File: src/hw/dcr_pkg.sv
package dcr_pkg;

	// -------------------------------------------------------------
	// Register placement and reset image
	// -------------------------------------------------------------
	localparam logic [11:0] DCR_OFFSET      = 12'h094;
	localparam logic [31:0] DCR_RESET_VALUE = 32'h00000d82;
	localparam logic [31:0] DCR_READ_MISS   = 32'h00000000;

	// -------------------------------------------------------------
	// Field values fixed in hardware
	// -------------------------------------------------------------
	localparam logic [3:0] DCR_RSVD_HI_VALUE    = 4'h0;
	localparam logic [2:0] DCR_RSVD_MID_VALUE   = 3'h0;
	localparam logic       DCR_LAMP_ABSENT      = 1'h0;
	localparam logic       DCR_WIDE_TAG_VALUE   = 1'h0;
	localparam logic [1:0] DCR_GHOST_FUNC_VALUE = 2'h0;
	localparam logic [2:0] DCR_MAX_PAYLOAD_512  = 3'h2;

	// -------------------------------------------------------------
	// Reset values of the hardware-updated fields
	// -------------------------------------------------------------
	localparam logic [1:0] DCR_SCALE_RESET       = 2'h0;
	localparam logic [7:0] DCR_VALUE_RESET       = 8'h00;
	localparam logic [2:0] DCR_DEEP_IDLE_RESET   = 3'h6;
	localparam logic [2:0] DCR_LIGHT_IDLE_RESET  = 3'h6;

	// -------------------------------------------------------------
	// Positions inside the slot power limit message payload
	// -------------------------------------------------------------
	localparam int DCR_PAYLOAD_SCALE_MSB = 9;
	localparam int DCR_PAYLOAD_SCALE_LSB = 8;
	localparam int DCR_PAYLOAD_VALUE_MSB = 7;
	localparam int DCR_PAYLOAD_VALUE_LSB = 0;

	// -------------------------------------------------------------
	// Types
	// -------------------------------------------------------------
	typedef enum logic [1:0] {
		DCR_SCALE_1_0   = 2'b00,
		DCR_SCALE_0_1   = 2'b01,
		DCR_SCALE_0_01  = 2'b10,
		DCR_SCALE_0_001 = 2'b11
	} dcr_scale_type;

	typedef enum logic [0:0] {
		DCR_ST_IDLE    = 1'b0,
		DCR_ST_RESPOND = 1'b1
	} dcr_state_type;

	// Bit order of the struct is the register layout, MSB first.
	typedef struct packed {
		logic [3:0]    rsvd_hi;
		dcr_scale_type captured_power_scale;
		logic [7:0]    captured_power_value;
		logic [2:0]    rsvd_mid;
		logic          power_lamp_present;
		logic          alert_lamp_present;
		logic          alert_button_present;
		logic [2:0]    deep_idle_exit_tolerance;
		logic [2:0]    light_idle_exit_tolerance;
		logic          wide_tag_supported;
		logic [1:0]    ghost_function_supported;
		logic [2:0]    max_payload_supported;
	} dcr_reg_type;

	typedef struct packed {
		logic        valid;
		logic        write;
		logic [11:0] addr;
		logic [3:0]  be;
		logic [31:0] wdata;
	} dcr_cfg_req_type;

	typedef struct packed {
		logic       valid;
		logic [9:0] payload;
	} dcr_spl_msg_type;

endpackage

File: src/hw/dcr_device_capability.sv
// What this block does
// - Slot power message payload bits 9:8 load captured scale at bits 27:26.
// - Slot power message payload bits 7:0 load captured value at bits 25:18.
// - Scale codes 00,01,10,11 mean 1.0, 0.1, 0.01, 0.001.
// - Bits 31:28 always read zero.
// - Bits 17:15 always read 000b.
// - Power lamp, alert lamp and alert button present bits read zero.
// - Bits 11:9 follow the deep idle setting, control register bits 15:13.
// - Deep idle tolerance resets to 110b, 32 to 64 microseconds.
// - From the first clock after reset, deep idle tolerance is never below the PHY L1 exit need sampled at the last clock edge.
// - Bits 8:6 follow the light idle setting, control register bits 18:16.
// - Light idle tolerance resets to 110b, 2 to 4 microseconds.
// - From the first clock after reset, light idle tolerance is never below the PHY L0s exit need sampled at the last clock edge.
// - Wide tag supported bit 5 reads zero.
// - Ghost function field bits 4:3 reads 00b.
// - Max payload supported bits 2:0 read 010b, 512 bytes.
// - Register at offset 94h, resets to 00000D82h, writes change nothing.
`timescale 1ns/100ps
module dcr_device_capability (
	input  wire logic                     clock,
	input  wire logic                     rst_n,
	input  wire dcr_pkg::dcr_cfg_req_type cfg_req,
	output logic                          cfg_ack,
	output logic                          cfg_hit,
	output logic [31:0]                   cfg_rdata,
	output logic                          cfg_write_ignored,
	input  wire dcr_pkg::dcr_spl_msg_type spl_msg,
	input  wire logic [2:0]               deep_idle_exit_setting,
	input  wire logic [2:0]               light_idle_exit_setting,
	input  wire logic [2:0]               deep_idle_phy_floor,
	input  wire logic [2:0]               light_idle_phy_floor,
	output dcr_pkg::dcr_scale_type        captured_power_scale,
	output logic [7:0]                    captured_power_value,
	output logic                          spl_captured,
	output logic                          deep_idle_clamped,
	output logic                          light_idle_clamped
);

	// -------------------------------------------------------------
	// Address decode
	// -------------------------------------------------------------
	// Only the dword part of the address is compared; byte enables
	// are not used at all, so they never move the register.
	function automatic logic dcr_addr_hit(input logic [11:0] addr);
		dcr_addr_hit = (addr[11:2] == dcr_pkg::DCR_OFFSET[11:2]);
	endfunction

	// Builds the register image from the live field sources.
	function automatic dcr_pkg::dcr_reg_type dcr_compose(
		input dcr_pkg::dcr_scale_type scale,
		input logic [7:0]             value,
		input logic [2:0]             deep_tol,
		input logic [2:0]             light_tol
	);
		dcr_pkg::dcr_reg_type img;
		img                           = '0;
		img.rsvd_hi                   = dcr_pkg::DCR_RSVD_HI_VALUE;
		img.captured_power_scale      = scale;
		img.captured_power_value      = value;
		img.rsvd_mid                  = dcr_pkg::DCR_RSVD_MID_VALUE;
		img.power_lamp_present        = dcr_pkg::DCR_LAMP_ABSENT;
		img.alert_lamp_present        = dcr_pkg::DCR_LAMP_ABSENT;
		img.alert_button_present      = dcr_pkg::DCR_LAMP_ABSENT;
		img.deep_idle_exit_tolerance  = deep_tol;
		img.light_idle_exit_tolerance = light_tol;
		img.wide_tag_supported        = dcr_pkg::DCR_WIDE_TAG_VALUE;
		img.ghost_function_supported  = dcr_pkg::DCR_GHOST_FUNC_VALUE;
		img.max_payload_supported     = dcr_pkg::DCR_MAX_PAYLOAD_512;
		dcr_compose                   = img;
	endfunction

	// -------------------------------------------------------------
	// Hardware-updated fields
	// -------------------------------------------------------------
	dcr_pkg::dcr_scale_type scale_q;
	logic [7:0]             value_q;
	logic                   capture_q;
	logic [2:0]             deep_tol_q;
	logic [2:0]             light_tol_q;
	logic                   deep_clamp_q;
	logic                   light_clamp_q;

	dcr_power_capture u_power_capture (
		.clock                (clock),
		.rst_n                (rst_n),
		.spl_msg              (spl_msg),
		.captured_power_scale (scale_q),
		.captured_power_value (value_q),
		.capture_pulse        (capture_q)
	);

	// The setting inputs come from the general control register on this
	// clock, so they are used without synchronisers.
	dcr_exit_tolerance #(
		.RESET_CODE (dcr_pkg::DCR_DEEP_IDLE_RESET)
	) u_deep_idle (
		.clock     (clock),
		.rst_n     (rst_n),
		.setting   (deep_idle_exit_setting),
		.phy_floor (deep_idle_phy_floor),
		.tolerance (deep_tol_q),
		.clamped   (deep_clamp_q)
	);

	dcr_exit_tolerance #(
		.RESET_CODE (dcr_pkg::DCR_LIGHT_IDLE_RESET)
	) u_light_idle (
		.clock     (clock),
		.rst_n     (rst_n),
		.setting   (light_idle_exit_setting),
		.phy_floor (light_idle_phy_floor),
		.tolerance (light_tol_q),
		.clamped   (light_clamp_q)
	);

	// -------------------------------------------------------------
	// Configuration access sequencer
	// -------------------------------------------------------------
	// One access is answered in the cycle after it is taken; the answer
	// cycle refuses new requests, so accesses are at least two apart.
	dcr_pkg::dcr_state_type state_r;
	dcr_pkg::dcr_state_type state_nxt;
	logic                   ack_r;
	logic                   ack_nxt;
	logic                   hit_r;
	logic                   hit_nxt;
	logic [31:0]            rdata_r;
	logic [31:0]            rdata_nxt;
	logic                   wign_r;
	logic                   wign_nxt;
	dcr_pkg::dcr_reg_type   image;
	logic                   req_hit;

	always_comb begin
		image   = dcr_compose(scale_q, value_q, deep_tol_q, light_tol_q);
		req_hit = dcr_addr_hit(cfg_req.addr);
	end

	always_comb begin
		state_nxt = state_r;
		ack_nxt   = 1'b0;
		hit_nxt   = 1'b0;
		rdata_nxt = dcr_pkg::DCR_READ_MISS;
		wign_nxt  = 1'b0;
		unique case (state_r)
			dcr_pkg::DCR_ST_IDLE: begin
				if (cfg_req.valid) begin
					state_nxt = dcr_pkg::DCR_ST_RESPOND;
					ack_nxt   = 1'b1;
					hit_nxt   = req_hit;
					if (!cfg_req.write && req_hit) begin
						rdata_nxt = image;
					end
					// Writes are acknowledged and dropped.
					wign_nxt = cfg_req.write && req_hit;
				end
			end
			dcr_pkg::DCR_ST_RESPOND: begin
				state_nxt = dcr_pkg::DCR_ST_IDLE;
			end
		endcase
	end

	always_ff @(posedge clock or negedge rst_n) begin
		if (!rst_n) begin
			state_r <= dcr_pkg::DCR_ST_IDLE;
			ack_r   <= 1'b0;
			hit_r   <= 1'b0;
			rdata_r <= dcr_pkg::DCR_READ_MISS;
			wign_r  <= 1'b0;
		end else begin
			state_r <= state_nxt;
			ack_r   <= ack_nxt;
			hit_r   <= hit_nxt;
			rdata_r <= rdata_nxt;
			wign_r  <= wign_nxt;
		end
	end

	// -------------------------------------------------------------
	// Outputs
	// -------------------------------------------------------------
	assign cfg_ack              = ack_r;
	assign cfg_hit              = hit_r;
	assign cfg_rdata            = rdata_r;
	assign cfg_write_ignored    = wign_r;
	assign captured_power_scale = scale_q;
	assign captured_power_value = value_q;
	assign spl_captured         = capture_q;
	assign deep_idle_clamped    = deep_clamp_q;
	assign light_idle_clamped   = light_clamp_q;

endmodule

File: src/hw/dcr_power_capture.sv
`timescale 1ns/100ps
module dcr_power_capture (
	input  wire logic                     clock,
	input  wire logic                     rst_n,
	input  wire dcr_pkg::dcr_spl_msg_type spl_msg,
	output dcr_pkg::dcr_scale_type        captured_power_scale,
	output logic [7:0]                    captured_power_value,
	output logic                          capture_pulse
);

	// -------------------------------------------------------------
	// Capture of the slot power limit message
	// -------------------------------------------------------------
	dcr_pkg::dcr_scale_type scale_r;
	dcr_pkg::dcr_scale_type scale_nxt;
	logic [7:0]             value_r;
	logic [7:0]             value_nxt;
	logic                   pulse_r;
	logic                   pulse_nxt;

	// Only the message path and reset load these fields; nothing else reaches them.
	always_comb begin
		scale_nxt = scale_r;
		value_nxt = value_r;
		pulse_nxt = 1'b0;
		if (spl_msg.valid) begin
			scale_nxt = dcr_pkg::dcr_scale_type'(spl_msg.payload[dcr_pkg::DCR_PAYLOAD_SCALE_MSB:
				dcr_pkg::DCR_PAYLOAD_SCALE_LSB]);
			value_nxt = spl_msg.payload[dcr_pkg::DCR_PAYLOAD_VALUE_MSB:
				dcr_pkg::DCR_PAYLOAD_VALUE_LSB];
			pulse_nxt = 1'b1;
		end
	end

	always_ff @(posedge clock or negedge rst_n) begin
		if (!rst_n) begin
			scale_r <= dcr_pkg::dcr_scale_type'(dcr_pkg::DCR_SCALE_RESET);
			value_r <= dcr_pkg::DCR_VALUE_RESET;
			pulse_r <= 1'b0;
		end else begin
			scale_r <= scale_nxt;
			value_r <= value_nxt;
			pulse_r <= pulse_nxt;
		end
	end

	assign captured_power_scale = scale_r;
	assign captured_power_value = value_r;
	assign capture_pulse        = pulse_r;

endmodule

File: src/hw/dcr_exit_tolerance.sv
`timescale 1ns/100ps
module dcr_exit_tolerance #(
	parameter logic [2:0] RESET_CODE = 3'h6
) (
	input  wire logic       clock,
	input  wire logic       rst_n,
	input  wire logic [2:0] setting,
	input  wire logic [2:0] phy_floor,
	output logic [2:0]      tolerance,
	output logic            clamped
);

	// -------------------------------------------------------------
	// Tolerance tracking with a floor
	// -------------------------------------------------------------
	// Larger codes mean longer acceptable latency, so the floor is a
	// plain maximum. A setting below the floor is held at the floor.
	logic [2:0] tol_r;
	logic [2:0] tol_nxt;
	logic       clamp_r;
	logic       clamp_nxt;

	always_comb begin
		clamp_nxt = (setting < phy_floor);
		tol_nxt   = clamp_nxt ? phy_floor : setting;
	end

	always_ff @(posedge clock or negedge rst_n) begin
		if (!rst_n) begin
			tol_r   <= RESET_CODE;
			clamp_r <= 1'b0;
		end else begin
			tol_r   <= tol_nxt;
			clamp_r <= clamp_nxt;
		end
	end

	assign tolerance = tol_r;
	assign clamped   = clamp_r;

endmodule

File: config.mk
export PLATFORM = sky130hd
export DESIGN_NAME = dcr_device_capability
export DESIGN_NICKNAME = d
export VERILOG_FILES = /design/src/hw/dcr_pkg.sv /design/src/hw/dcr_device_capability.sv /design/src/hw/dcr_power_capture.sv /design/src/hw/dcr_exit_tolerance.sv
export SDC_FILE = /design/constraint.sdc
export NUM_CORES = 1
export LEC_CHECK = 0
export BUFFER_PORTS_ARGS = -buffer_cell sky130_fd_sc_hd__buf_2
export CELL_PAD_IN_SITES_DETAIL_PLACEMENT = 1
export CELL_PAD_IN_SITES_GLOBAL_PLACEMENT = 1
export CORE_AREA = 4 4 81 83
export DETAILED_ROUTE_END_ITERATION = 7
export DIE_AREA = 0 0 85 87
export GPL_ROUTABILITY_DRIVEN = 1
export GPL_TIMING_DRIVEN = 0
export PLACE_DENSITY = 0.79
export SLEW_MARGIN = 20
export SYNTH_ARGS = -nofsm -noshare
export SYNTH_HDL_FRONTEND = slang
export SYNTH_SLANG_ARGS = --single-unit
File: constraint.sdc
create_clock -name clock -period 1.77 [get_ports clock]
set_clock_uncertainty 0.2 [all_clocks]
set_input_delay 0.177 -clock clock [delete_from_list [all_inputs] [get_ports clock]]
set_output_delay 0.177 -clock clock [all_outputs]
set_load 0.005 [all_outputs]
After elaboration in Yosys (flattened, before gate mapping)

Index checks and enable logic that the tools add are counted.

Memory bits (writable): 0
ROM bits: 0
Word-level logic and storage cells: 32
Output and inout bits: 48
Latch bits: 0
Memories: 0
Flip-flop bits (word level): 55
Input port bits: 75

Shifts and indexed selects: 0
Mux-type cells: 13
Eq/ne operators: 1
Add/subtract/negate cells: 0
Reductions and logical operators: 3
Divide/modulo/power cells: 0
Order comparisons: 2
Bitwise logic cells: 1
$mul: 0

Operator list:

| kind                                                 | number |
|---|---|
| 2-to-1 mux 28 bit                                    | 3 |
| equality test 10 x 6 -> 1 bit, second input constant | 1 |
| 2-to-1 mux 1 bit                                     | 7 |
| < comparator 3 bit                                   | 2 |
| 2-to-1 mux 3 bit                                     | 2 |
| logical AND 1 bit                                    | 2 |
| case mux 1 bit (2 select lines)                      | 1 |
| logical NOT 1 bit                                    | 1 |
| inverter 1 bit                                       | 1 |

Longest topological paths before layout

Depth after elaboration: 5
Mapped depth: 5
Gate-level depth less buffers: 5

By module

Synthesis repeated with hierarchy kept, for this count alone.

Cell total of the unflattened synthesis: 137
Area total of the unflattened synthesis: 1,824.2 µm²

Modules (own cells, without submodules):

| module                | area each (µm²) | cells each | instances | seq. area each (µm²) |
|---|---|---|---|---|
| dcr_device_capability | 987.2           | 83         | 1         | 500.5 |
| dcr_power_capture     | 436.7           | 22         | 1         | 275.3 |
| dcr_exit_tolerance    | 200.2           | 16         | 2         | 102.6 |

Worst setup path before layout

No wires, ideal clock.

Path kind: input port to flip-flop
Start point: input deep_idle_phy_floor[2]
End point: register u_deep_idle.tol_r[0], in the netlist u_deep_idle.tolerance[0]
Data arrival time: 1,139 ps
Stages on the path: 5
Setup slack: 306 ps
Required time: 1,445 ps
Setup time: 125 ps
Buffers on the path: 0
Cells stage by stage: inv_1 ha_1 nand2_1 o21ai_0 mux2_2

Word-level cells in the longest chain between the ends: 2

Ends and longest elaborated chain:

| element                    | line                        | text |
|---|---|---|
| start: declaration         | dcr_device_capability.sv:30 | `input wire logic [2:0] deep_idle_phy_floor,` |
| < comparator 3 bit         | dcr_exit_tolerance.sv:24    | `clamp_nxt = (setting < phy_floor);` |
| 2-to-1 mux 3 bit           | dcr_exit_tolerance.sv:25    | `tol_nxt = clamp_nxt ? phy_floor : setting;` |
| via u_deep_idle.tol_nxt[0] | dcr_exit_tolerance.sv:19    | `logic [2:0] tol_nxt;` |
| end signal: assignment     | dcr_exit_tolerance.sv:33    | `tol_r <= tol_nxt;` |
| end: declaration           | dcr_exit_tolerance.sv:18    | `logic [2:0] tol_r;` |

The timed path passes the listed nets, and every way through them passes these cells.
A chain may end at the register's enable or synchronous reset.

Worst setup path in the final report

Start point: input deep_idle_exit_setting[2]
End point: register u_deep_idle.tol_r[2], in the netlist u_deep_idle.tolerance[2]

Word-level cells in the longest chain between the ends: 2

Ends and longest elaborated chain:

| element                    | line                        | text |
|---|---|---|
| start: declaration         | dcr_device_capability.sv:28 | `input wire logic [2:0] deep_idle_exit_setting,` |
| < comparator 3 bit         | dcr_exit_tolerance.sv:24    |  |
| 2-to-1 mux 3 bit (*)       | dcr_exit_tolerance.sv:25    |  |
| via u_deep_idle.tol_nxt[2] | dcr_exit_tolerance.sv:19    |  |

The timed path passes the listed nets; every way through them passes the cells marked *.

==> results.yml <==
run_status:
  outcome: "complete, no violations"
setup_path:
  slowest_delay_ps: 560
  regToRegSetupSlack_ps: 180
  worstReg2RegStart: "cfg_ack"
  worst_path_max_delay_cell: "dlygate4sd3_1"
  r2r-end: "cfg_rdata[23]"
  critPathLaunchType: "input pin"
  worstPathCellList: "buf_2 -> ha_1 -> a21oi_1 -> mux2_2 -> dlygate4sd3_1"
  timing.critical_path.required_ps: 1780
  path_max_fanout: 2
  cp-startpoint: "deep_idle_exit_setting[2]"
  crit_path_end_kind: "flop"
  crit_type: "in -> reg"
  cp.arrival_ps: 1710
  rr_worst_depth: 4
clock_network:
  clock_latency_ps: 280
  cts-buffers-inserted: 5
  root_buffer: "clkbuf_8"
  clkTransAtPathRegs_ps: 70
  h-tree-depth: 2
  cts_tree: "done"
  postCtsSetupBuffers: 0
  cts_sinks: 39
  cts_buffer_depth: 2
cells_and_area:
  nets: 309
  seq_area_um2: 980.9
  multi_input_area_um2: 501.7
  syn2layout_area_growth_pct: 53.88
  diodes: 0
  layoutNonFillerInstCount: 306
  drive_above_1_share: 0.5065
  fillers: 655
timing:
  post-route-period-util: 0.9619
  max_slew_margin: 0.4433
  drv_slew: 0
  tns_ps: 0
  fmax_mhz: 587.3
  setup_viol: 0
  tightest_slew_ps: 835.1
  hold_violations: 0
  rsz0062_at_grt: "no"
  min_period_ps: 1703
detailed_routing:
  vias_per_cell: 3.869
  drt_iter0_markers: 9
  wire_per_inst_um: 12.14
  drcViolationCount: 0
  drt-total-wl_um: 3716
  drt-pass1-iter-count: 3
  vias: 1184
  drtAntennaViolNets: 0
grt:
  antenna_found_initial: 0
  grt_pass1_vias: 1351
  grt_pass1_wl_um: 6161
  grtUsageMet1: 0.1165
  grt.busiest_layer: "met2"
  grtUsageMet2: 0.1928
  track_usage: 0.1067
  grt.met3_usage: 0.03217
  grt_max_degree: 40
  grt-ovfl-total: 0
place:
  numPlacedInstances: 272
  port_buffers: 69
  dpl.hpwl_um: 2615
  globalplace.congestion: 0.6917
power:
  peakVddDrop_uv: 387.7
  seq_power_share: 0.517
  power.switching_uw: 406.7
  cellInternalPower_mw: 1.458
  leakagePower_nw: 1.311
  clock_power_share: 0.342
  power_density_nw_per_um2: 766.4
  swShare: 0.2181
  p_comb_frac: 0.140
floorplanning:
  core_area_um2: 5851
  initial_core_util: 0.2703
  dieHeight_um: 87
  fp-row-count: 28
  die-area_um2: 7395
  fp.dieW_um: 85
  io_pins: 123
logic_synthesis:
  post-synth-top-count-cell: "dfrtp_1"
  netlist_area_um2: 1582
  synth_edf_count: 0
  synth_area_leaders: "dfrtp_1 55%, mux2_2 11%, buf_4 7.1%"
  ys_seq_elements: 39
  synthFlopType: "dfrtp_1"
  synth.avg_cell_area_um2: 13.87
  synth_top_cell_by_area: "dfrtp_1"
  synth_common_cells: "35 x dfrtp_1, 17 x and2_1, 16 x mux2_2"
  async_flop_share: 1.000
  yosysWarnings: 0
  netlist.area_leader.share: 0.5538
  synth_cell_types: 18
  synth_cells: 114
  yosysSeqAreaShare: 0.6203
hold_path:
  min_from: "cfg_req[44]"
  hold_depth: 3
  hold_path_class: "in -> reg"
  min_to: "cfg_hit"
run:
  drv_cap: 0
[placed cells by master (no fill, tap or decap), drive strengths merged]
master	n
nor2b	3
and3	1
inv	6
dlygate4sd3	26
conb	15
buf	86
and4b	1
a21oi	2
o21ai	2
nor4b	2
clkbuf	8
mux2	16
and4bb	1
dfstp	4
and2	17
nand2	2
dfrtp	35
ha	4
[worst max-delay path by stage]
stage	depth (start not counted)	to
final	5	u_deep_idle.tolerance[2]
after global routing	5	u_light_idle.tolerance[0]
after CTS	5	u_deep_idle.tolerance[0]
after global placement	6	u_deep_idle.tolerance[0]
after detailed placement	6	u_deep_idle.tolerance[0]
after floorplan	5	u_deep_idle.tolerance[0]
[logic make-up after synthesis]
kind of cell | after synthesis | synth area share
AO/OA/AOI/OAI | 4 | 0.01266
adder cells (fa/ha/maj) | 4 | 0.03165
buffers and inverters | 23 | 0.09572
flip-flops | 39 | 0.6203
multiplexers | 16 | 0.1139
other | 1 | 0.002371
AND/OR/NAND/NOR | 27 | 0.1234
[final cells by class]
class                           count  share of cell area
Sequential cell                    39              0.4031
Inverter                            6            0.009255
Multi-Input combinational cell     66              0.2062
Clock buffer                        8             0.04113
Tap cell                           75             0.03856
Buffer                             17             0.05296
Timing Repair Buffer               95              0.2488
[stage by stage]
step | utilization | total power, mW | cell area [µm²] | setup slack (ps) | hold slack [ps]
2_1_floorplan | - | 1.085 | 1634 | 306.5 | -318.6
3_3_place_gp | 0.3544 | 1.188 | 2073 | 83.02 | 102.1
3_5_place_dp | 0.3544 | 1.198 | 2073 | 56.23 | 103.2
4_1_cts | 0.4160 | 1.893 | 2434 | 45.99 | 20.90
5_1_grt | 0.4160 | 1.966 | 2434 | 16.24 | 30.28
6_report | 0.4160 | 1.865 | 2434 | 67.43 | 25.29
[critical path, delay by kind of cell]
kind            cells  cell delay [ps]
mux                 1              360
compound gates      1              210
fa+ha+maj           1              300
buf+inv             2              660
[power by group through the flow]
stage / clock [mW] / combinational, mW / sequential, mW
floorplan: 0 / 0.103 / 0.982
global placement: 0 / 0.210 / 0.978
detailed placement: 0 / 0.216 / 0.982
CTS: 0.665 / 0.263 / 0.965
global route: 0.698 / 0.296 / 0.971
finish: 0.639 / 0.262 / 0.964
[state kept, by name, indices dropped and copies added (netlist names)]
register                              count
cfg_rdata                                17
u_power_capture.captured_power_value      8
u_light_idle.tolerance                    3
u_deep_idle.tolerance                     3
cfg_write_ignored                         1
u_power_capture.capture_pulse             1
cfg_ack                                   1
cfg_hit                                   1
u_power_capture.captured_power_scale      2
u_deep_idle.clamped                       1
u_light_idle.clamped                      1
[per-layer routing]
metal / vias to the layer above / share of wire
li1: 569 / -
met1: 550 / 0.37
met2: 59 / 0.52
met3: 6 / 0.091
met4: 0 / 0.019
met5: - / 0
[repair_timing]
action	in CTS	in global routing
gates resized for setup	0	1
hold buffers	26	0
endpoints found under the setup margin	0	2
endpoints found under the hold margin	54	0
No activity file was read; power rests on OpenSTA's default activity.
